## src/rtl/fc_pkg.sv

```systemverilog
// constants and carrier types for the ingress queue flow-control tracker
package fc_pkg;
	// tracked geometry: 8 classes x 8 ports x 4 sub-ports
	localparam int CLS_W  = 3;
	localparam int PORT_W = 3;
	localparam int SP_W   = 2;
	localparam int MCLS_W = 4;
	localparam int UC_N   = 256;
	localparam int MC_N   = 64;
	localparam int CS_N   = 64;
	// message layout
	localparam int MSG_W     = 27;
	localparam int LRF_BIT   = 26;
	localparam int ADR_LSB   = 4;
	localparam int ADR_W     = 20;
	localparam int GRP_LSB   = 16;
	localparam int CISP_LSB  = 20;
	localparam int MISP_LSB  = 12;
	localparam int MCLS_LSB  = 4;
	localparam int QMG_W     = 8;
	// fields inside the unicast address field
	localparam int ADR_CLS_LSB  = 0;
	localparam int ADR_SP_LSB   = 8;
	localparam int ADR_PORT_LSB = 12;
	// type codes
	localparam logic [1:0] TY_UC    = 2'h0;
	localparam logic [1:0] TY_CLS   = 2'h1;
	localparam logic [2:0] TY_MC    = 3'h4;
	localparam logic [2:0] TY_GLB   = 3'h5;
	localparam logic [1:0] TY_QM_UC = 2'h0;
	localparam logic [1:0] TY_QM_MC = 2'h1;
	localparam logic [3:0] ST_XON   = 4'hf;
	localparam logic [3:0] ST_XOFF  = 4'h0;
	// register map and control fields
	localparam logic [7:0] REG_CTRL   = 8'h00;
	localparam logic [7:0] REG_STATUS = 8'h04;
	localparam logic [7:0] REG_BADCNT = 8'h08;
	localparam int CTRL_SPM     = 0;
	localparam int CTRL_CLS_EN  = 2;
	localparam int CTRL_CLS_MC  = 3;
	localparam int CTRL_GLB_EN  = 4;
	localparam int CTRL_QM_EN   = 5;
	localparam logic [7:0] CTRL_RST = 8'h00;
	localparam logic [1:0] RESP_OKAY   = 2'h0;
	localparam logic [1:0] RESP_SLVERR = 2'h2;

	typedef enum logic [1:0] {
		SPM_PHYS = 2'h0,
		SPM_EGR  = 2'h1,
		SPM_FULL = 2'h3
	} spm_t;

	typedef struct packed {
		logic        awvalid;
		logic [7:0]  awaddr;
		logic        wvalid;
		logic [31:0] wdata;
		logic [3:0]  wstrb;
		logic        bready;
		logic        arvalid;
		logic [7:0]  araddr;
		logic        rready;
	} axil_req_t;

	typedef struct packed {
		logic        awready;
		logic        wready;
		logic        bvalid;
		logic [1:0]  bresp;
		logic        arready;
		logic        rvalid;
		logic [31:0] rdata;
		logic [1:0]  rresp;
	} axil_rsp_t;

	typedef struct packed {
		logic             valid;
		logic [MSG_W-1:0] bits;
	} fc_msg_t;

	typedef struct packed {
		logic [CLS_W-1:0]  cls;
		logic [PORT_W-1:0] port;
		logic [SP_W-1:0]   esp;
		logic [SP_W-1:0]   isp;
		logic [MCLS_W-1:0] mcls;
	} fc_query_t;

	typedef struct packed {
		logic       link_ready;
		logic       uc_ok;
		logic       mc_ok;
		logic [7:0] global_code;
	} fc_result_t;
endpackage

```

## src/rtl/fc_tracker.sv

```systemverilog
// ingress flow-control state tracker with an axi4-lite register slave
module fc_tracker (
	// clock and reset
	input  wire logic               i_clk,
	input  wire logic               i_rstn,
	// register bus
	input  wire fc_pkg::axil_req_t  i_axil,
	output fc_pkg::axil_rsp_t       o_axil,
	// decoded flow-control messages, one per valid cycle
	input  wire fc_pkg::fc_msg_t    i_msg,
	// queue lookup from the transmit scheduler
	input  wire fc_pkg::fc_query_t  i_query,
	output fc_pkg::fc_result_t      o_result
);

	////////////////////////////////////////////////////////////////////////
	// state

	typedef struct packed {
		logic [fc_pkg::UC_N-1:0] uc_xon;
		logic [fc_pkg::MC_N-1:0] mc_xon;
		logic [fc_pkg::CS_N-1:0] cls_xon;
		logic                    link_ready;
		logic [7:0]              global_code;
		logic [15:0]             bad_cnt;
		logic [7:0]              ctrl;
		fc_pkg::axil_rsp_t       axil;
		logic                    aw_got;
		logic [7:0]              aw_addr;
		logic                    w_got;
		logic [31:0]             w_data;
		logic [3:0]              w_strb;
		fc_pkg::fc_result_t      res;
	} st_t;

	// queues and classes open, link closed until the first message
	localparam st_t ST_RST = '{
		uc_xon:      '1,
		mc_xon:      '1,
		cls_xon:     '1,
		link_ready:  1'b0,
		global_code: 8'h00,
		bad_cnt:     16'h0000,
		ctrl:        fc_pkg::CTRL_RST,
		axil:        '0,
		aw_got:      1'b0,
		aw_addr:     8'h00,
		w_got:       1'b0,
		w_data:      32'h0000_0000,
		w_strb:      4'h0,
		res:         '0
	};

	st_t st_q;
	st_t st_d;

	////////////////////////////////////////////////////////////////////////
	// helpers

	// sub-port setting; an illegal code falls back to port-only
	function automatic fc_pkg::spm_t spm_of(input logic [1:0] c);
		unique case (c)
			2'h1:    spm_of = fc_pkg::SPM_EGR;
			2'h3:    spm_of = fc_pkg::SPM_FULL;
			default: spm_of = fc_pkg::SPM_PHYS;
		endcase
	endfunction

	// unicast index; concatenation equals the multiply-add since
	// every count is a power of two
	function automatic logic [7:0] uc_index(
		input logic [fc_pkg::CLS_W-1:0]  cls,
		input logic [fc_pkg::PORT_W-1:0] port,
		input logic [fc_pkg::SP_W-1:0]   esp,
		input fc_pkg::spm_t              spm
	);
		if (spm == fc_pkg::SPM_PHYS) begin
			uc_index = {2'h0, cls, port};
		end else begin
			uc_index = {cls, port, esp};
		end
	endfunction

	// ingress sub-port is honoured only in the full setting
	function automatic logic [fc_pkg::SP_W-1:0] isp_eff(
		input logic [fc_pkg::SP_W-1:0] isp,
		input fc_pkg::spm_t            spm
	);
		isp_eff = (spm == fc_pkg::SPM_FULL) ? isp : '0;
	endfunction

	// status code: 1 when one of the two defined values
	function automatic logic code_ok(input logic [3:0] s);
		code_ok = (s == fc_pkg::ST_XON) || (s == fc_pkg::ST_XOFF);
	endfunction

	////////////////////////////////////////////////////////////////////////
	// next-state logic

	logic [26:0]             m;
	logic [19:0]             adr;
	logic [3:0]              stat;
	fc_pkg::spm_t            spm;
	logic                    cls_en;
	logic                    cls_mc;
	logic                    glb_en;
	logic                    qm_en;
	logic                    bad_evt;
	logic                    bad_clr;
	logic [7:0]              ui;
	logic [5:0]              mi;
	logic [1:0]              ie;
	logic [1:0]              qi;
	logic [5:0]              ci;
	logic [5:0]              cm;
	logic [7:0]              qu;
	logic                    wr_go;
	logic                    ar_go;
	logic [31:0]             rd;
	logic                    rd_ok;

	always_comb begin
		st_d    = st_q;
		m       = i_msg.bits;
		adr     = m[fc_pkg::ADR_LSB +: fc_pkg::ADR_W];
		stat    = m[3:0];
		spm     = spm_of(st_q.ctrl[fc_pkg::CTRL_SPM +: 2]);
		cls_en  = st_q.ctrl[fc_pkg::CTRL_CLS_EN];
		cls_mc  = st_q.ctrl[fc_pkg::CTRL_CLS_MC];
		glb_en  = st_q.ctrl[fc_pkg::CTRL_GLB_EN];
		qm_en   = st_q.ctrl[fc_pkg::CTRL_QM_EN];
		bad_evt = 1'b0;
		bad_clr = 1'b0;
		ui      = uc_index(adr[fc_pkg::ADR_CLS_LSB +: fc_pkg::CLS_W],
				adr[fc_pkg::ADR_PORT_LSB +: fc_pkg::PORT_W],
				adr[fc_pkg::ADR_SP_LSB +: fc_pkg::SP_W], spm);
		ie      = isp_eff(m[fc_pkg::MISP_LSB +: fc_pkg::SP_W], spm);
		mi      = {ie, m[fc_pkg::MCLS_LSB +: fc_pkg::MCLS_W]};
		ci      = {isp_eff(m[fc_pkg::CISP_LSB +: fc_pkg::SP_W], spm), 4'h0};
		qu      = m[fc_pkg::GRP_LSB +: fc_pkg::QMG_W];
		qi      = isp_eff(i_query.isp, spm);
		cm      = {qi, i_query.mcls};
		wr_go   = 1'b0;
		ar_go   = 1'b0;
		rd      = 32'h0000_0000;
		rd_ok   = 1'b1;

		// message decode; every message refreshes the link ready bit
		if (i_msg.valid) begin
			st_d.link_ready = m[fc_pkg::LRF_BIT];
			if (qm_en) begin
				// map layouts only; others are not looked at
				if (m[25:24] == fc_pkg::TY_QM_UC) begin
					// groups beyond the tracked queues are dropped
					if (qu < 8'(fc_pkg::UC_N / 16)) begin
						st_d.uc_xon[{qu[3:0], 4'h0} +: 16] = m[15:0];
					end
				end else if (m[25:24] == fc_pkg::TY_QM_MC) begin
					if (m[19:16] == 4'h0) begin
						st_d.mc_xon[15:0] = m[15:0];
					end
				end
			end else if (m[25:24] == fc_pkg::TY_UC) begin
				if (code_ok(stat)) begin
					st_d.uc_xon[ui] = (stat == fc_pkg::ST_XON);
				end else begin
					bad_evt = 1'b1;
				end
			end else if (m[25:24] == fc_pkg::TY_CLS) begin
				// only class group 0 is tracked here
				if (cls_en && m[19:16] == 4'h0) begin
					st_d.cls_xon[ci +: 16] = m[15:0];
				end
			end else if (m[25:23] == fc_pkg::TY_MC) begin
				if (m[11:8] != 4'h0) begin
					// classes above the tracked range are ignored
				end else if (code_ok(stat)) begin
					st_d.mc_xon[mi] = (stat == fc_pkg::ST_XON);
				end else begin
					bad_evt = 1'b1;
				end
			end else if (m[25:23] == fc_pkg::TY_GLB) begin
				if (glb_en) begin
					st_d.global_code = m[7:0];
				end
			end
		end

		// lookup result, one cycle behind the query
		// link xoff wins; class xoff masks but never rewrites queue state
		st_d.res.link_ready  = st_q.link_ready;
		st_d.res.global_code = st_q.global_code;
		st_d.res.uc_ok = st_q.link_ready
				& st_q.uc_xon[uc_index(i_query.cls, i_query.port,
				i_query.esp, spm)]
				& (~cls_en | st_q.cls_xon[{qi, 1'b0, i_query.cls}]);
		st_d.res.mc_ok = st_q.link_ready & st_q.mc_xon[cm]
				& (~(cls_en & cls_mc) | st_q.cls_xon[cm]);

		// write address and data are taken in either order
		if (i_axil.awvalid && st_q.axil.awready) begin
			st_d.aw_got       = 1'b1;
			st_d.aw_addr      = i_axil.awaddr;
			st_d.axil.awready = 1'b0;
		end
		if (i_axil.wvalid && st_q.axil.wready) begin
			st_d.w_got       = 1'b1;
			st_d.w_data      = i_axil.wdata;
			st_d.w_strb      = i_axil.wstrb;
			st_d.axil.wready = 1'b0;
		end
		if (!st_q.aw_got && !st_q.axil.bvalid && !st_d.aw_got) begin
			st_d.axil.awready = 1'b1;
		end
		if (!st_q.w_got && !st_q.axil.bvalid && !st_d.w_got) begin
			st_d.axil.wready = 1'b1;
		end

		// perform the write once both halves are held
		if (st_q.aw_got && st_q.w_got) begin
			wr_go             = 1'b1;
			st_d.aw_got       = 1'b0;
			st_d.w_got        = 1'b0;
			st_d.axil.bvalid  = 1'b1;
			st_d.axil.bresp   = fc_pkg::RESP_OKAY;
			unique case (st_q.aw_addr)
				fc_pkg::REG_CTRL: begin
					if (st_q.w_strb[0]) begin
						st_d.ctrl = {2'h0, st_q.w_data[5:0]};
					end
				end
				fc_pkg::REG_BADCNT: begin
					bad_clr = st_q.w_strb[0];
				end
				fc_pkg::REG_STATUS: begin
					// read-only; write is accepted and dropped
				end
				default: begin
					st_d.axil.bresp = fc_pkg::RESP_SLVERR;
				end
			endcase
		end
		if (st_q.axil.bvalid && i_axil.bready) begin
			st_d.axil.bvalid  = 1'b0;
			st_d.axil.awready = 1'b1;
			st_d.axil.wready  = 1'b1;
		end

		// bad-code counter saturates; an event in the clear cycle wins
		if (bad_clr) begin
			st_d.bad_cnt = bad_evt ? 16'h0001 : 16'h0000;
		end else if (bad_evt && st_q.bad_cnt != 16'hffff) begin
			st_d.bad_cnt = st_q.bad_cnt + 16'h0001;
		end

		// read channel: one read at a time, answer the cycle after
		if (i_axil.arvalid && st_q.axil.arready) begin
			ar_go = 1'b1;
			unique case (i_axil.araddr)
				fc_pkg::REG_CTRL:   rd = {24'h0, st_q.ctrl};
				fc_pkg::REG_STATUS: rd = {16'h0, st_q.global_code,
						7'h0, st_q.link_ready};
				fc_pkg::REG_BADCNT: rd = {16'h0, st_q.bad_cnt};
				default:            rd_ok = 1'b0;
			endcase
			st_d.axil.arready = 1'b0;
			st_d.axil.rvalid  = 1'b1;
			st_d.axil.rdata   = rd;
			st_d.axil.rresp   = rd_ok ? fc_pkg::RESP_OKAY
					: fc_pkg::RESP_SLVERR;
		end else if (st_q.axil.rvalid && i_axil.rready) begin
			st_d.axil.rvalid  = 1'b0;
			st_d.axil.arready = 1'b1;
		end else if (!st_q.axil.rvalid) begin
			st_d.axil.arready = 1'b1;
		end
		if (wr_go || ar_go) begin
			// nothing further; strobes only feed the decode above
		end
	end

	////////////////////////////////////////////////////////////////////////
	// registers

	// reset opens every queue and class
	always_ff @(posedge i_clk or negedge i_rstn) begin
		if (!i_rstn) begin
			st_q <= ST_RST;
		end else begin
			st_q <= st_d;
		end
	end

	// outputs straight from the state register
	assign o_axil   = st_q.axil;
	assign o_result = st_q.res;

endmodule

```

## config.mk

```make
export PLATFORM = sky130hd
export DESIGN_NAME = fc_tracker
export DESIGN_NICKNAME = d
export VERILOG_FILES = /design/src/rtl/fc_pkg.sv /design/src/rtl/fc_tracker.sv
export SDC_FILE = /design/constraint.sdc
export NUM_CORES = 1
export LEC_CHECK = 0
export ABC_AREA = 0
export BUFFER_PORTS_ARGS = -buffer_cell sky130_fd_sc_hd__buf_2
export CAP_MARGIN = 25
export CORE_AREA = 8 8 262 264
export DETAILED_ROUTE_END_ITERATION = 16
export DIE_AREA = 0 0 270 272
export SETUP_SLACK_MARGIN = 0.4
export SLEW_MARGIN = 20
export SYNTH_ARGS = -nofsm -noshare
export SYNTH_HDL_FRONTEND = slang
export SYNTH_SLANG_ARGS = --single-unit
```

## constraint.sdc

```tcl
create_clock -name i_clk -period 2.5 [get_ports i_clk]
set_input_delay 0.25 -clock i_clk [delete_from_list [all_inputs] [get_ports i_clk]]
set_output_delay 0.25 -clock i_clk [all_outputs]
set_load 0.05 [all_outputs]
```

==> flow_summary.yaml <==
synthesis:
  async_flop_share_pct: 100
  synth_edf_count: 0
  ys_types: 70
  yosys_most_used_dff: "dfstp_2"
  yosysTopAreaCell: "dfstp_2"
  syn_avg_cell_area_um2: 9.17
  synth_cells: 3050
  synthesis.area_um2: 28000
  synth_top_area_share_pct: 36.1
  synth_warnings: 0
  ys_seq_elements: 466
  synth_seq_area_share_pct: 43.4
  synth_area_leaders: "dfstp_2 (36%), dfrtp_1 (7.3%), mux2_2 (6.4%), a21oi_1 (6.1%), mux4_2 (5.7%)"
global_routing:
  grt_pass1_vias: 26100
  busiest_layer: "met2"
  grt_pass1_wl_um: 174000
  grt_antenna_before_repair: 8
  grt_max_degree: 115
  grtUsageMet3_pct: 7.80
  met2_usage_pct: 46.6
  overflow: 0
  grt_use_met1_pct: 41.0
  track_usage_pct: 31.0
power_and_ir_drop:
  p_int_mw: 14.3
  combPwrFrac_pct: 18.0
  seq_power_share_pct: 40.4
  clkPwrFrac_pct: 41.6
  p_sw_mw: 6.13
  switching_share_pct: 29.9
  vdd_drop_max_v: 0.000518
  p_leak_nw: 12.4
  power.density_nw_per_um2: 588
job:
  cap_violations: 0
clock_network:
  cts_max_level: 2
  cts_num_sinks: 466
  cts_tree: "built"
  clk_pin_slew_ns: 0.06
  clk-insertion-delay-late_ns: 0.62
  cts-root-buf: "clkbuf_16"
  cts_buffers: 54
  cts_buffer_depth: 3
sta:
  slew_viol_final: 0
  rsz0062_at_grt: "true"
  timing.hold.ws_ns: 0.0363
  fmax_mhz: 345
  worstMarginPinSlew_ns: 0.862
  skew_ns: 0.0131
  min_period_ns: 2.90
  fin_ws_ns: -0.396
  finalSetupViolations: 1
  fin_crit_sh_pct: 116
  slew_headroom_pct: 42.5
  hold_violations: 0
place:
  portBuffers: 105
  dp.final_hpwl_um: 82000
  place_ws_ns: -0.407
  place_congestion: 1.05
detailed_routing:
  vias_per_cell: 6.32
  drt_pass1_iterations: 6
  drc: 0
  num_vias: 26400
  wire_per_inst_um: 27.9
  drt-initial-drc-count: 3247
  drtAntennaViolNets: 0
  wl_um: 117000
worst_setup_path:
  crit_required_ns: 3.00
  path_class: "reg2reg"
  crit_path_start_kind: "flip-flop"
  crit_family: "multiplexers"
  timing.critical_path.buf_inv: 0
  crit_arrival_ns: 3.39
  critPathSlowestCell: "mux4_2"
  crit_fanout: 4
  end_kind: "flip-flop"
  critPathMaxStageDelay_ns: 0.56
  crit_chain: "mux2i_4 -> mux4_2 -> nor2b_1 -> nand4_1 -> o2111ai_2 -> or4_4 -> o311a_1"
  worst-r2r-setup-slack_ns: -0.40
floorplan:
  ios: 153
  die_area_um2: 73400
  start_util_pct: 43.2
  rows: 94
  die_w_um: 270
  core-area_um2: 64800
  die_h_um: 272
final_layout:
  final_cell_mix: "dfstp_2 (384), nand2_1 (367), a21oi_1 (330), o21ai_0 (264), buf_4 (255)"
  finalNetCount: 3374
  n_fill_cell: 5765
  drive_gt1_share_pct: 39.8
  area_delta_synth_final_pct: 24.6
  final_common_cell: "dfstp_2"
run_status:
  status: "complete, but fails checks"
  violations: "setup timing"
hold_path:
  min_path_type: "in2reg"
[what timing repair did]
action	CTS	global route
pin swaps	7	0
hold buffers	22	0
gates resized for setup	23	3
endpoints found under the setup margin	364	404
buffers inserted	8	3
endpoints found under the hold margin	42	0
[metrics by stage]
| stage | setup TNS (ns) | total power [mW] | util, % | instance area (um2) | instances |
|---|---|---|---|---|---|
| global placement | -0.346 | 11.8 | 50.2 | 32500 | 4039 |
| floorplan | -0.00539 | 10.4 | - | 29600 | 3067 |
| finish | -0.396 | 20.5 | 53.8 | 34900 | 4180 |
| global route | -0.955 | 21.1 | 53.8 | 34900 | 4177 |
| CTS | -0.323 | 20.5 | 53.7 | 34800 | 4171 |
| detailed placement | -0.435 | 11.9 | 50.2 | 32500 | 4039 |
[logic make-up (layout without fill, tap and decap cells)]
kind of cell	after synthesis	after routing	share of synthesized area [%]
compound gates	1034	1034	22.1
xor+xnor	18	18	0.564
fa+ha+maj	9	9	0.403
buf+inv	326	569	5.50
flops	466	466	43.4
mux	288	288	14.3
other cells	1	24	0.0134
simple gates	908	908	13.7
[final timing paths]
check                               to      start  depth (start not counted)
hold / removal                st_d[10]  i_msg[27]                          2
min in group asynchronous   o_axil[34]     i_rstn                          2
hold reg to reg            o_result[4]    st_d[4]                          0
max in group asynchronous    st_q[381]     i_rstn                          3
setup reg to reg           o_result[9]   st_q[98]                          7
setup / recovery           o_result[9]   st_q[98]                          7
[flip-flops by register name, indices dropped and copies added, names as in the netlist]
name	flops
qm_en	1
glb_en	1
st_d	9
st_q	419
o_axil	23
o_result	11
cls_mc	1
cls_en	1
[power by group through the flow]
stage                     Sequential (mW)  Clock, mW  Combinational [mW]
after floorplan                      8.25          0                2.18
after global placement               8.36          0                3.47
after detailed placement             8.37          0                3.53
after CTS                            8.26       8.64                3.62
after global routing                 8.30       8.92                3.90
final                                8.27       8.53                3.69
[cells in the mapped netlist (18+ instances only)]
| cell type | n |
|---|---|
| a21oi_1 | 341 |
| a31oi_1 | 33 |
| buf_2 | 48 |
| buf_4 | 60 |
| clkbuf_1 | 182 |
| dfrtp_1 | 82 |
| dfstp_2 | 384 |
| mux2_2 | 158 |
| mux2i_1 | 57 |
| mux4_2 | 71 |
| nand2_1 | 378 |
| nand3_1 | 88 |
| nand4_1 | 26 |
| nor2_1 | 330 |
| nor2b_1 | 18 |
| o211ai_1 | 59 |
| o21a_1 | 84 |
| o21ai_0 | 280 |
| o21bai_1 | 18 |
| o221ai_1 | 26 |
| o22ai_1 | 55 |
| o31ai_1 | 68 |
[worst reg2reg max path, cell delays in order, from the launching register on]
cell	delay, ns
dfrtp_2	0.42
mux2i_4	0.39
mux4_2	0.56
nor2b_1	0.15
nand4_1	0.18
o2111ai_2	0.26
or4_4	0.49
o311a_1	0.31
[final cells by class]
type                            instances  area, um2  area share, %
Antenna cell                            6       15.0         0.0431
Clock inverter                         31        403           1.16
Clock buffer                           71       1500           4.29
Multi-Input combinational cell       2275      15700           44.9
Inverter                               15       67.6          0.194
Timing Repair Buffer                  452       3990           11.5
Tap cell                              864       1080           3.10
Sequential cell                       466      12100           34.8
[per-layer routing]
| layer | up-vias | wire length [um] |
|---|---|---|
| li1 | 11400 | - |
| met1 | 13200 | 46600 |
| met2 | 1474 | 51400 |
| met3 | 349 | 11800 |
| met4 | 4 | 6860 |
| met5 | - | 23 |
No activity file was read; power rests on OpenSTA's default activity.
